$ cat config.mk
export PLATFORM = sky130hd
export DESIGN_NAME = fc_flash_host
export DESIGN_NICKNAME = d
export VERILOG_FILES = /design/src/fc_pkg.sv /design/src/fc_flash_host.sv
export VERILOG_INCLUDE_DIRS = /design/src
export SDC_FILE = /design/constraint.sdc
export NUM_CORES = 1
export LEC_CHECK = 0
export BUFFER_PORTS_ARGS = -buffer_cell sky130_fd_sc_hd__buf_2
export CAP_MARGIN = 25
export CORE_ASPECT_RATIO = 1.25
export CORE_MARGIN = 2
export CORE_UTILIZATION = 38
export DETAILED_ROUTE_END_ITERATION = 8
export GPL_ROUTABILITY_DRIVEN = 1
export PLACE_DENSITY = 0.71
export SKIP_LAST_GASP = 1
export SLEW_MARGIN = 20
export SYNTH_ARGS = -nofsm -noshare
export SYNTH_HDL_FRONTEND = slang
export SYNTH_SLANG_ARGS = --single-unit
$ cat constraint.sdc
create_clock -name clk_sys -period 2.4 [get_ports clk_sys]
set_clock_uncertainty 0.05 [all_clocks]
set_input_delay 0.12 -clock clk_sys [delete_from_list [all_inputs] [get_ports clk_sys]]
set_output_delay 0.12 -clock clk_sys [all_outputs]
set_load 0.01 [all_outputs]
$ cat src/fc_flash_cfg.svh
`ifndef FC_FLASH_CFG_SVH
`define FC_FLASH_CFG_SVH

// Clock period of clk_sys
`define FC_CLK_NS 50

// Pin timing targets, in ns
`define FC_T_WP_NS 100
`define FC_T_ACC_NS 150
`define FC_T_RST_NS 500
`define FC_T_RREC_NS 1000

// Longest chip erase time, in ms
`define FC_T_EC_MS 10000

// Derived cycle counts; least times round up
`define FC_WP_CYC ((`FC_T_WP_NS + `FC_CLK_NS - 1) / `FC_CLK_NS)
`define FC_ACC_CYC ((`FC_T_ACC_NS + `FC_CLK_NS - 1) / `FC_CLK_NS)
`define FC_RST_CYC ((`FC_T_RST_NS + `FC_CLK_NS - 1) / `FC_CLK_NS)
`define FC_RREC_CYC ((`FC_T_RREC_NS + `FC_CLK_NS - 1) / `FC_CLK_NS)
`define FC_CYC_PER_MS (1000000 / `FC_CLK_NS)

// Command addresses and data bytes
`define FC_CMD_ADDR_A 17'h00555
`define FC_CMD_ADDR_B 17'h00aaa
`define FC_CMD_UNLOCK1 8'haa
`define FC_CMD_UNLOCK2 8'h55
`define FC_CMD_SETUP 8'h80
`define FC_CMD_PROG 8'ha0
`define FC_CMD_CHIP 8'h10
`define FC_CMD_SECTOR 8'h30
`define FC_CMD_LOCK 8'h40
`define FC_CMD_ID_IN 8'h90
`define FC_CMD_ID_OUT 8'hf0

// Sequence lengths and status bit position
`define FC_LEN_PROG 3'h4
`define FC_LEN_SIX 3'h6
`define FC_LEN_ID 3'h3
`define FC_TOGGLE_BIT 6

`endif

$ cat src/fc_pkg.sv
package fc_pkg;

  typedef enum logic [2:0] {
    FC_OP_READ = 3'h0,
    FC_OP_PROG = 3'h1,
    FC_OP_CHIP_ERASE = 3'h2,
    FC_OP_SECTOR_ERASE = 3'h3,
    FC_OP_LOCKOUT = 3'h4,
    FC_OP_ID_ENTRY = 3'h5,
    FC_OP_ID_EXIT = 3'h6
  } fc_op_e;

  typedef struct packed {
    fc_op_e op;
    logic [16:0] addr;
    logic [7:0] data;
  } fc_req_s;

  typedef struct packed {
    logic busy;
    logic done;
    logic aborted;
    logic timeout;
    logic [7:0] rdata;
  } fc_rsp_s;

  typedef struct packed {
    logic [16:0] addr;
    logic [7:0] data;
  } fc_word_s;

endpackage : fc_pkg

$ cat src/fc_flash_host.sv
`timescale 1ns/1ps
`include "fc_flash_cfg.svh"

module fc_flash_host #(
  parameter int unsigned POLL_LIMIT = `FC_T_EC_MS * `FC_CYC_PER_MS
) (
  // Clock and reset
  input wire logic clk_sys,
  input wire logic rst_b,
  // User command port
  input wire logic req_valid,
  input wire fc_pkg::fc_req_s req,
  input wire logic abort_req,
  input wire logic boot_override,
  output fc_pkg::fc_rsp_s rsp,
  // Flash pins
  output logic [16:0] flash_addr,
  output logic [7:0] flash_dq_out,
  output logic flash_dq_oe_b,
  input wire logic [7:0] flash_dq_in,
  output logic flash_ce_b,
  output logic flash_oe_b,
  output logic flash_we_b,
  output logic flash_rst_b,
  output logic flash_hv_en
);

  typedef enum logic [3:0] {
    ST_IDLE = 4'h0,
    ST_WADDR = 4'h1,
    ST_WLOW = 4'h3,
    ST_WHIGH = 4'h2,
    ST_RLOW = 4'h6,
    ST_RCAP = 4'h7,
    ST_DONE = 4'h5,
    ST_RESET = 4'h4
  } fc_state_e;

  fc_state_e state_r;
  fc_pkg::fc_req_s req_r;
  logic [2:0] step_r;
  logic [7:0] cnt_r;
  logic [31:0] poll_cnt_r;
  logic [7:0] rd_r;
  logic prev_tog_r;
  logic have_prev_r;
  logic polling_r;

  // Command table: address and byte for each step of each sequence
  function automatic fc_pkg::fc_word_s seq_word(input fc_pkg::fc_op_e op, input logic [2:0] step,
                                                input logic [16:0] addr, input logic [7:0] data);
    fc_pkg::fc_word_s w;
    w = '{addr: `FC_CMD_ADDR_A, data: `FC_CMD_UNLOCK1};
    unique case (step)
      3'h1: w = '{addr: `FC_CMD_ADDR_B, data: `FC_CMD_UNLOCK2};
      3'h2:
      begin
        unique case (op)
          fc_pkg::FC_OP_PROG: w.data = `FC_CMD_PROG;
          fc_pkg::FC_OP_ID_ENTRY: w.data = `FC_CMD_ID_IN;
          fc_pkg::FC_OP_ID_EXIT: w.data = `FC_CMD_ID_OUT;
          default: w.data = `FC_CMD_SETUP;
        endcase
      end
      3'h3: w = (op == fc_pkg::FC_OP_PROG) ? '{addr: addr, data: data} : w;
      3'h4: w = '{addr: `FC_CMD_ADDR_B, data: `FC_CMD_UNLOCK2};
      3'h5:
      begin
        unique case (op)
          fc_pkg::FC_OP_SECTOR_ERASE: w = '{addr: addr, data: `FC_CMD_SECTOR};
          fc_pkg::FC_OP_LOCKOUT: w.data = `FC_CMD_LOCK;
          default: w.data = `FC_CMD_CHIP;
        endcase
      end
      default: w = '{addr: `FC_CMD_ADDR_A, data: `FC_CMD_UNLOCK1};
    endcase
    return w;
  endfunction : seq_word

  // Number of bus cycles in each sequence
  function automatic logic [2:0] seq_len(input fc_pkg::fc_op_e op);
    unique case (op)
      fc_pkg::FC_OP_PROG: seq_len = `FC_LEN_PROG;
      fc_pkg::FC_OP_ID_ENTRY, fc_pkg::FC_OP_ID_EXIT: seq_len = `FC_LEN_ID;
      default: seq_len = `FC_LEN_SIX;
    endcase
  endfunction : seq_len

  fc_pkg::fc_word_s next_word;
  fc_pkg::fc_word_s first_word;
  logic last_step;
  logic needs_poll;
  logic toggle_stable;

  // Step decode shared by the sequencer
  always_comb
  begin
    first_word = seq_word(req.op, 3'h0, req.addr, req.data);
    next_word = seq_word(req_r.op, step_r + 3'h1, req_r.addr, req_r.data);
    last_step = (step_r == seq_len(req_r.op) - 3'h1);
    needs_poll = (req_r.op != fc_pkg::FC_OP_ID_ENTRY) && (req_r.op != fc_pkg::FC_OP_ID_EXIT);
    toggle_stable = have_prev_r && (rd_r[`FC_TOGGLE_BIT] == prev_tog_r);
  end

  // Sequencer and pin drive; every pin is a flop so no glitch reaches the flash
  always_ff @(posedge clk_sys)
  begin
    if (!rst_b)
    begin
      state_r <= ST_RESET;
      step_r <= 3'h0;
      cnt_r <= 8'h00;
      req_r <= '0;
      flash_addr <= 17'h00000;
      flash_dq_out <= 8'h00;
      flash_dq_oe_b <= 1'b1;
      flash_ce_b <= 1'b1;
      flash_oe_b <= 1'b1;
      flash_we_b <= 1'b1;
      flash_rst_b <= 1'b0;
      flash_hv_en <= 1'b0;
    end
    else if (abort_req && state_r != ST_RESET)
    begin
      // Abort pulses the flash reset; the cut operation is reported for reissue
      state_r <= ST_RESET;
      cnt_r <= 8'h00;
      flash_rst_b <= 1'b0;
      flash_dq_oe_b <= 1'b1;
      flash_ce_b <= 1'b1;
      flash_oe_b <= 1'b1;
      flash_we_b <= 1'b1;
      flash_hv_en <= 1'b0;
    end
    else
    begin
      unique case (state_r)
        ST_IDLE:
        begin
          if (req_valid)
          begin
            req_r <= req;
            step_r <= 3'h0;
            cnt_r <= 8'h00;
            flash_ce_b <= 1'b0;
            flash_hv_en <= boot_override;
            if (req.op == fc_pkg::FC_OP_READ)
            begin
              flash_addr <= req.addr;
              flash_oe_b <= 1'b0;
              state_r <= ST_RLOW;
            end
            else
            begin
              flash_addr <= first_word.addr;
              flash_dq_out <= first_word.data;
              flash_dq_oe_b <= 1'b0;
              state_r <= ST_WADDR;
            end
          end
        end
        ST_WADDR:
        begin
          // Address settles a cycle before the strobe falls
          flash_we_b <= 1'b0;
          state_r <= ST_WLOW;
        end
        ST_WLOW:
        begin
          if (cnt_r == 8'(`FC_WP_CYC - 1))
          begin
            flash_we_b <= 1'b1;
            flash_ce_b <= 1'b1;
            state_r <= ST_WHIGH;
          end
          else
          begin
            cnt_r <= cnt_r + 8'h01;
          end
        end
        ST_WHIGH:
        begin
          // Data held through the rising strobe, released a cycle later
          cnt_r <= 8'h00;
          if (!last_step)
          begin
            step_r <= step_r + 3'h1;
            flash_addr <= next_word.addr;
            flash_dq_out <= next_word.data;
            flash_ce_b <= 1'b0;
            state_r <= ST_WADDR;
          end
          else if (needs_poll)
          begin
            flash_dq_oe_b <= 1'b1;
            flash_ce_b <= 1'b0;
            flash_oe_b <= 1'b0;
            state_r <= ST_RLOW;
          end
          else
          begin
            flash_dq_oe_b <= 1'b1;
            state_r <= ST_DONE;
          end
        end
        ST_RLOW:
        begin
          if (cnt_r == 8'(`FC_ACC_CYC - 1))
          begin
            flash_ce_b <= 1'b1;
            flash_oe_b <= 1'b1;
            state_r <= ST_RCAP;
          end
          else
          begin
            cnt_r <= cnt_r + 8'h01;
          end
        end
        ST_RCAP:
        begin
          cnt_r <= 8'h00;
          // Two reads with the same toggle flag mean the operation ended
          if (!polling_r || toggle_stable || poll_cnt_r >= POLL_LIMIT)
          begin
            state_r <= ST_DONE;
          end
          else
          begin
            flash_ce_b <= 1'b0;
            flash_oe_b <= 1'b0;
            state_r <= ST_RLOW;
          end
        end
        ST_DONE:
        begin
          flash_hv_en <= 1'b0;
          state_r <= ST_IDLE;
        end
        ST_RESET:
        begin
          // Reset low, then recovery before the first cycle to the flash
          flash_rst_b <= (cnt_r >= 8'(`FC_RST_CYC - 1));
          if (cnt_r == 8'(`FC_RST_CYC + `FC_RREC_CYC - 1))
          begin
            state_r <= ST_IDLE;
          end
          else
          begin
            cnt_r <= cnt_r + 8'h01;
          end
        end
      endcase
    end
  end

  // Status polling: captured byte, previous toggle flag, time spent
  always_ff @(posedge clk_sys)
  begin
    if (!rst_b)
    begin
      rd_r <= 8'h00;
      prev_tog_r <= 1'b0;
      have_prev_r <= 1'b0;
      polling_r <= 1'b0;
      poll_cnt_r <= 32'h0000_0000;
    end
    else
    begin
      if (state_r == ST_RLOW && cnt_r == 8'(`FC_ACC_CYC - 1))
      begin
        rd_r <= flash_dq_in;
      end
      if (state_r == ST_IDLE)
      begin
        polling_r <= 1'b0;
        have_prev_r <= 1'b0;
        poll_cnt_r <= 32'h0000_0000;
      end
      else if (state_r == ST_WHIGH && last_step)
      begin
        polling_r <= needs_poll;
      end
      else if (state_r == ST_RCAP)
      begin
        prev_tog_r <= rd_r[`FC_TOGGLE_BIT];
        have_prev_r <= 1'b1;
      end
      // Saturating limit guards against a flash that never settles; idle must win so counts never carry over
      if (polling_r && state_r != ST_IDLE && poll_cnt_r != 32'hffff_ffff)
      begin
        poll_cnt_r <= poll_cnt_r + 32'h0000_0001;
      end
    end
  end

  // User response
  always_ff @(posedge clk_sys)
  begin
    if (!rst_b)
    begin
      rsp <= '{busy: 1'b1, done: 1'b0, aborted: 1'b0, timeout: 1'b0, rdata: 8'h00};
    end
    else
    begin
      rsp.done <= 1'b0;
      if (abort_req && state_r != ST_RESET)
      begin
        rsp.busy <= 1'b1;
        rsp.aborted <= (state_r != ST_IDLE);
      end
      else if (state_r == ST_IDLE && req_valid)
      begin
        rsp.busy <= 1'b1;
        rsp.aborted <= 1'b0;
        rsp.timeout <= 1'b0;
      end
      else if (state_r == ST_RCAP && polling_r && !toggle_stable && poll_cnt_r >= POLL_LIMIT)
      begin
        rsp.timeout <= 1'b1;
      end
      else if (state_r == ST_DONE)
      begin
        rsp.done <= 1'b1;
        rsp.busy <= 1'b0;
        rsp.rdata <= rd_r;
      end
      else if (state_r == ST_RESET && cnt_r == 8'(`FC_RST_CYC + `FC_RREC_CYC - 1))
      begin
        rsp.busy <= 1'b0;
      end
    end
  end
endmodule : fc_flash_host

==> impl_results.rst <==
.. list-table::
   :header-rows: 1

   * - Metric
     - Value
   * - Ratio of final minimum period to clock period
     - 99.9%
   * - Commonest cells post-synth
     - 135 x sky130_fd_sc_hd__nand2_1, 128 x sky130_fd_sc_hd__dfxtp_1, 74 x sky130_fd_sc_hd__nor2_1, 35 x sky130_fd_sc_hd__nand3_1, 28 x sky130_fd_sc_hd__clkbuf_1
   * - Post-layout minimum cycle time
     - 2.40 ns
   * - Most repeated cell in the gate-level netlist after synthesis
     - sky130_fd_sc_hd__nand2_1
   * - Max-cap violations
     - 0
   * - Fraction of final layout cells with drive strength greater than 1
     - 21.1%
   * - Post-synth top area share
     - 41.3%
   * - Number of endpoints failing setup at the final stage
     - 0
   * - Dpl cell area
     - 7170 um^2
   * - Antenna diode count
     - 0
   * - Initial Utilization
     - 38.6%
   * - Synth Instances
     - 753
   * - Transition time at the pin with the least slew margin
     - 0.597 ns
   * - Antenna violations before repair
     - 0
   * - Horizontal extent of the die
     - 118 um
   * - Final Slew Violations
     - 0
   * - Avg Vias per Cell
     - 5.23
   * - Die area
     - 17400 um^2
   * - Worst Hold Path Cells
     - 2
   * - First-pass GRT wire length
     - 27100 um
   * - Buffer levels on the longest clock path
     - 2
   * - Worst vdd rail ir drop
     - 0.602 mV
   * - Root Buffer Master
     - sky130_fd_sc_hd__clkbuf_16
   * - Remaining design rule violation count
     - 0
   * - Endpoint of the lowest-slack register-to-register path
     - flash_addr[9]$_SDFFE_PN0P_
   * - Type of element launching the critical path
     - flop
   * - Tot GR Track Use
     - 19.1%
   * - Gp weighted congestion
     - 0.869
   * - R2R Setup Slk
     - 0.003 ns
   * - Number of CTS-inserted buffers
     - 17
   * - Top cells by area in the synthesized netlist
     - sky130_fd_sc_hd__dfxtp_1 41%, sky130_fd_sc_hd__nand2_1 8.2%, sky130_fd_sc_hd__nor2_1 4.5%
   * - Post-synth top area cell
     - sky130_fd_sc_hd__dfxtp_1
   * - Syn_nets
     - 806
   * - Worst Setup Slack, final
     - 0.00307 ns
   * - Num ports
     - 84
   * - Dpl ws
     - -0.0451 ns
   * - Most instantiated flip-flop cell in the synthesis netlist
     - sky130_fd_sc_hd__dfxtp_1
   * - Total of warnings raised by yosys
     - 0
   * - Share of the yosys chip area belonging to registers
     - 41.3%
   * - Critical path endpoint category
     - flop
   * - Worst min-delay path category
     - input pin to flop
   * - Number of hold violations in the final report
     - 0
   * - Power per unit of standard cell area
     - 734 nW/um^2
   * - RSZ-0062 raised after global routing
     - yes
   * - Vias post-DR
     - 5905
   * - Area of all placed cells without fillers
     - 8200 um^2
   * - Count of antenna-violating nets left after detailed routing
     - 0
   * - Post-detailed-routing wire length
     - 16500 um
   * - Required time worst endpoint
     - 2.66 ns
   * - Worst endpoint data arrival time
     - 2.66 ns
   * - Post-synthesis sequential element count
     - 128
   * - Clock-pin transition on the worst setup and hold timing paths
     - 0.06 ns
   * - Area added between synthesis and finish
     - 32.2%
   * - Reg2Reg Launch Point
     - req_r[27]$_SDFFE_PN0P_
   * - Area of the core
     - 16100 um^2
   * - Count of flip-flops with a built-in enable after synthesis
     - 0
   * - H-tree lvl count
     - 4
   * - Skew-Pair Late Insertion Delay
     - 0.43 ns
   * - Die height
     - 147 um
   * - Final HPWL DP
     - 11000 um
   * - Clk sinks
     - 128
   * - Average size of a mapped cell
     - 8.23 um^2
   * - Worst max-slew margin expressed relative to the limit
     - 59.7%
   * - Count of TritonRoute iterations in the first routing pass
     - 5
   * - Global-route congestion overflow total
     - 0
   * - Static power due to leakage
     - 3.38 nW
   * - Asr flop ratio synth
     - 0%
   * - Pin count of the biggest net entering global routing
     - 36
   * - Start point of the worst hold path
     - rst_b
   * - R2R cell count
     - 9
   * - Total number of nets in the final design
     - 953
   * - Status
     - completed
   * - Destination of the worst hold path
     - rsp[0]$_SDFFE_PN0P_
   * - Mean routed wirelength per cell
     - 14.6 um
   * - Top achievable clock speed
     - 417 MHz
   * - Count of cell types in the netlist
     - 63
   * - Floorplan row count
     - 52
   * - Critical path start-end classification
     - flop to flop
   * - Post-synthesis instance area
     - 6200 um^2
   * - TritonCTS clock tree
     - yes
   * - Number of DRC markers in iteration 0
     - 240
   * - Worst-path fanout max
     - 18
   * - Number of global-route vias before repair
     - 5688
   * - # port buffers
     - 83
critical path: stages (launching register included):
cell                       delay [ns]
sky130_fd_sc_hd__dfxtp_2         0.31
sky130_fd_sc_hd__nand2b_4        0.13
sky130_fd_sc_hd__or2_4           0.26
sky130_fd_sc_hd__ha_4            0.17
sky130_fd_sc_hd__nand2b_4        0.14
sky130_fd_sc_hd__or3_4           0.38
sky130_fd_sc_hd__a21oi_4         0.31
sky130_fd_sc_hd__a21boi_4        0.15
sky130_fd_sc_hd__buf_12          0.18
sky130_fd_sc_hd__o211a_1         0.21
sequential cells by signal, indices dropped and copies added, names as in the netlist, 8 cells and up:
register / cells
poll_cnt_r: 32
req_r: 28
flash_addr: 17
rsp: 12
cnt_r: 8
flash_dq_out: 8
rd_r: 8
stage by stage:
stage	cells	utilization, %	power [mW]	hold slack [ns]	setup TNS [ns]
finish	1129	51.0	6.02	0.0543	0
global route	1129	51.0	6.29	0.0598	-1.22
CTS	1125	50.6	6.04	0.0357	0
detailed placement	1056	44.6	3.45	0.327	-0.147
global placement	1056	44.6	3.43	0.321	0
floorplan	753	-	3.06	0.205	-0.0340
layout make-up:
type | instances | area [um^2]
clock buffer | 19 | 443
sequential | 128 | 2570
tap | 216 | 270
fill | 1514 | 7870
timing repair buffer | 168 | 1180
multi-input combinational | 567 | 3530
clock inverter | 13 | 140
inverter | 18 | 67.6
layer usage:
layer  vias up  GRT usage (%)  wire, um
met3        38           4.31       722
met4         0           9.52       486
met1      2766           21.8      6790
li1       2926              -         -
met5         -              0         0
met2       175           33.6      8510
how the worst max path moves through the flow:
stage                                       from  slack [ns]                           end  depth (start not counted)
after floorplan           req_r[27]$_SDFFE_PN0P_       -0.03       flash_oe_b$_SDFFE_PP1P_                         10
after global placement    req_r[25]$_SDFFE_PN0P_        0.01  flash_dq_out[7]$_SDFFE_PN0P_                          9
after detailed placement  req_r[25]$_SDFFE_PN0P_       -0.05  flash_dq_out[3]$_SDFFE_PN0P_                          9
after CTS                 req_r[25]$_SDFFE_PN0P_        0.05  flash_dq_out[2]$_SDFFE_PN0P_                          9
after global routing      req_r[27]$_SDFFE_PN0P_       -0.08    flash_addr[9]$_SDFFE_PN0P_                          9
final                     req_r[27]$_SDFFE_PN0P_       0.003    flash_addr[9]$_SDFFE_PN0P_                          9
what timing repair did:
action / in CTS / in global routing
setup endpoints to repair: 5 / 18
hold buffers: 37 / 0
buffers inserted: 0 / 3
resized for setup: 2 / 9
cloned: 0 / 1
pin swaps: 0 / 5
endpoints found under the hold margin: 44 / 0
report_power, final:
part | total (mW) | internal, mW | switching (mW)
registers | 2.37 | 2.25 | 0.120
logic | 1.11 | 0.472 | 0.639
clock network | 2.54 | 1.55 | 0.989
cells in the final DEF, fill, tap and decap left out, drive strengths merged, types with 14 or more instances in the layout:
cell type and instances:
nand2 136, buf 131, dfxtp 128, nor2 74, a21boi 39, dlygate4sd3 37, nand3 36, xor2 25
o21ai 24, nor3 19, clkbuf 19, inv 18, xnor2 18, o22ai 16, a21oi 16, nand4 15
nor2b 14
logic make-up after synthesis:
logic type | Yosys count | share of synthesized area (%)
muxes | 14 | 2.28
xor gates and xnor gates | 43 | 6.07
adders and majority gates | 12 | 2.42
and+or+nand+nor | 347 | 26.5
DFF | 128 | 41.3
AOI/OAI and AO/OA | 151 | 17.7
buffers and inverters | 58 | 3.73
No activity file was read; power rests on OpenSTA's default activity.
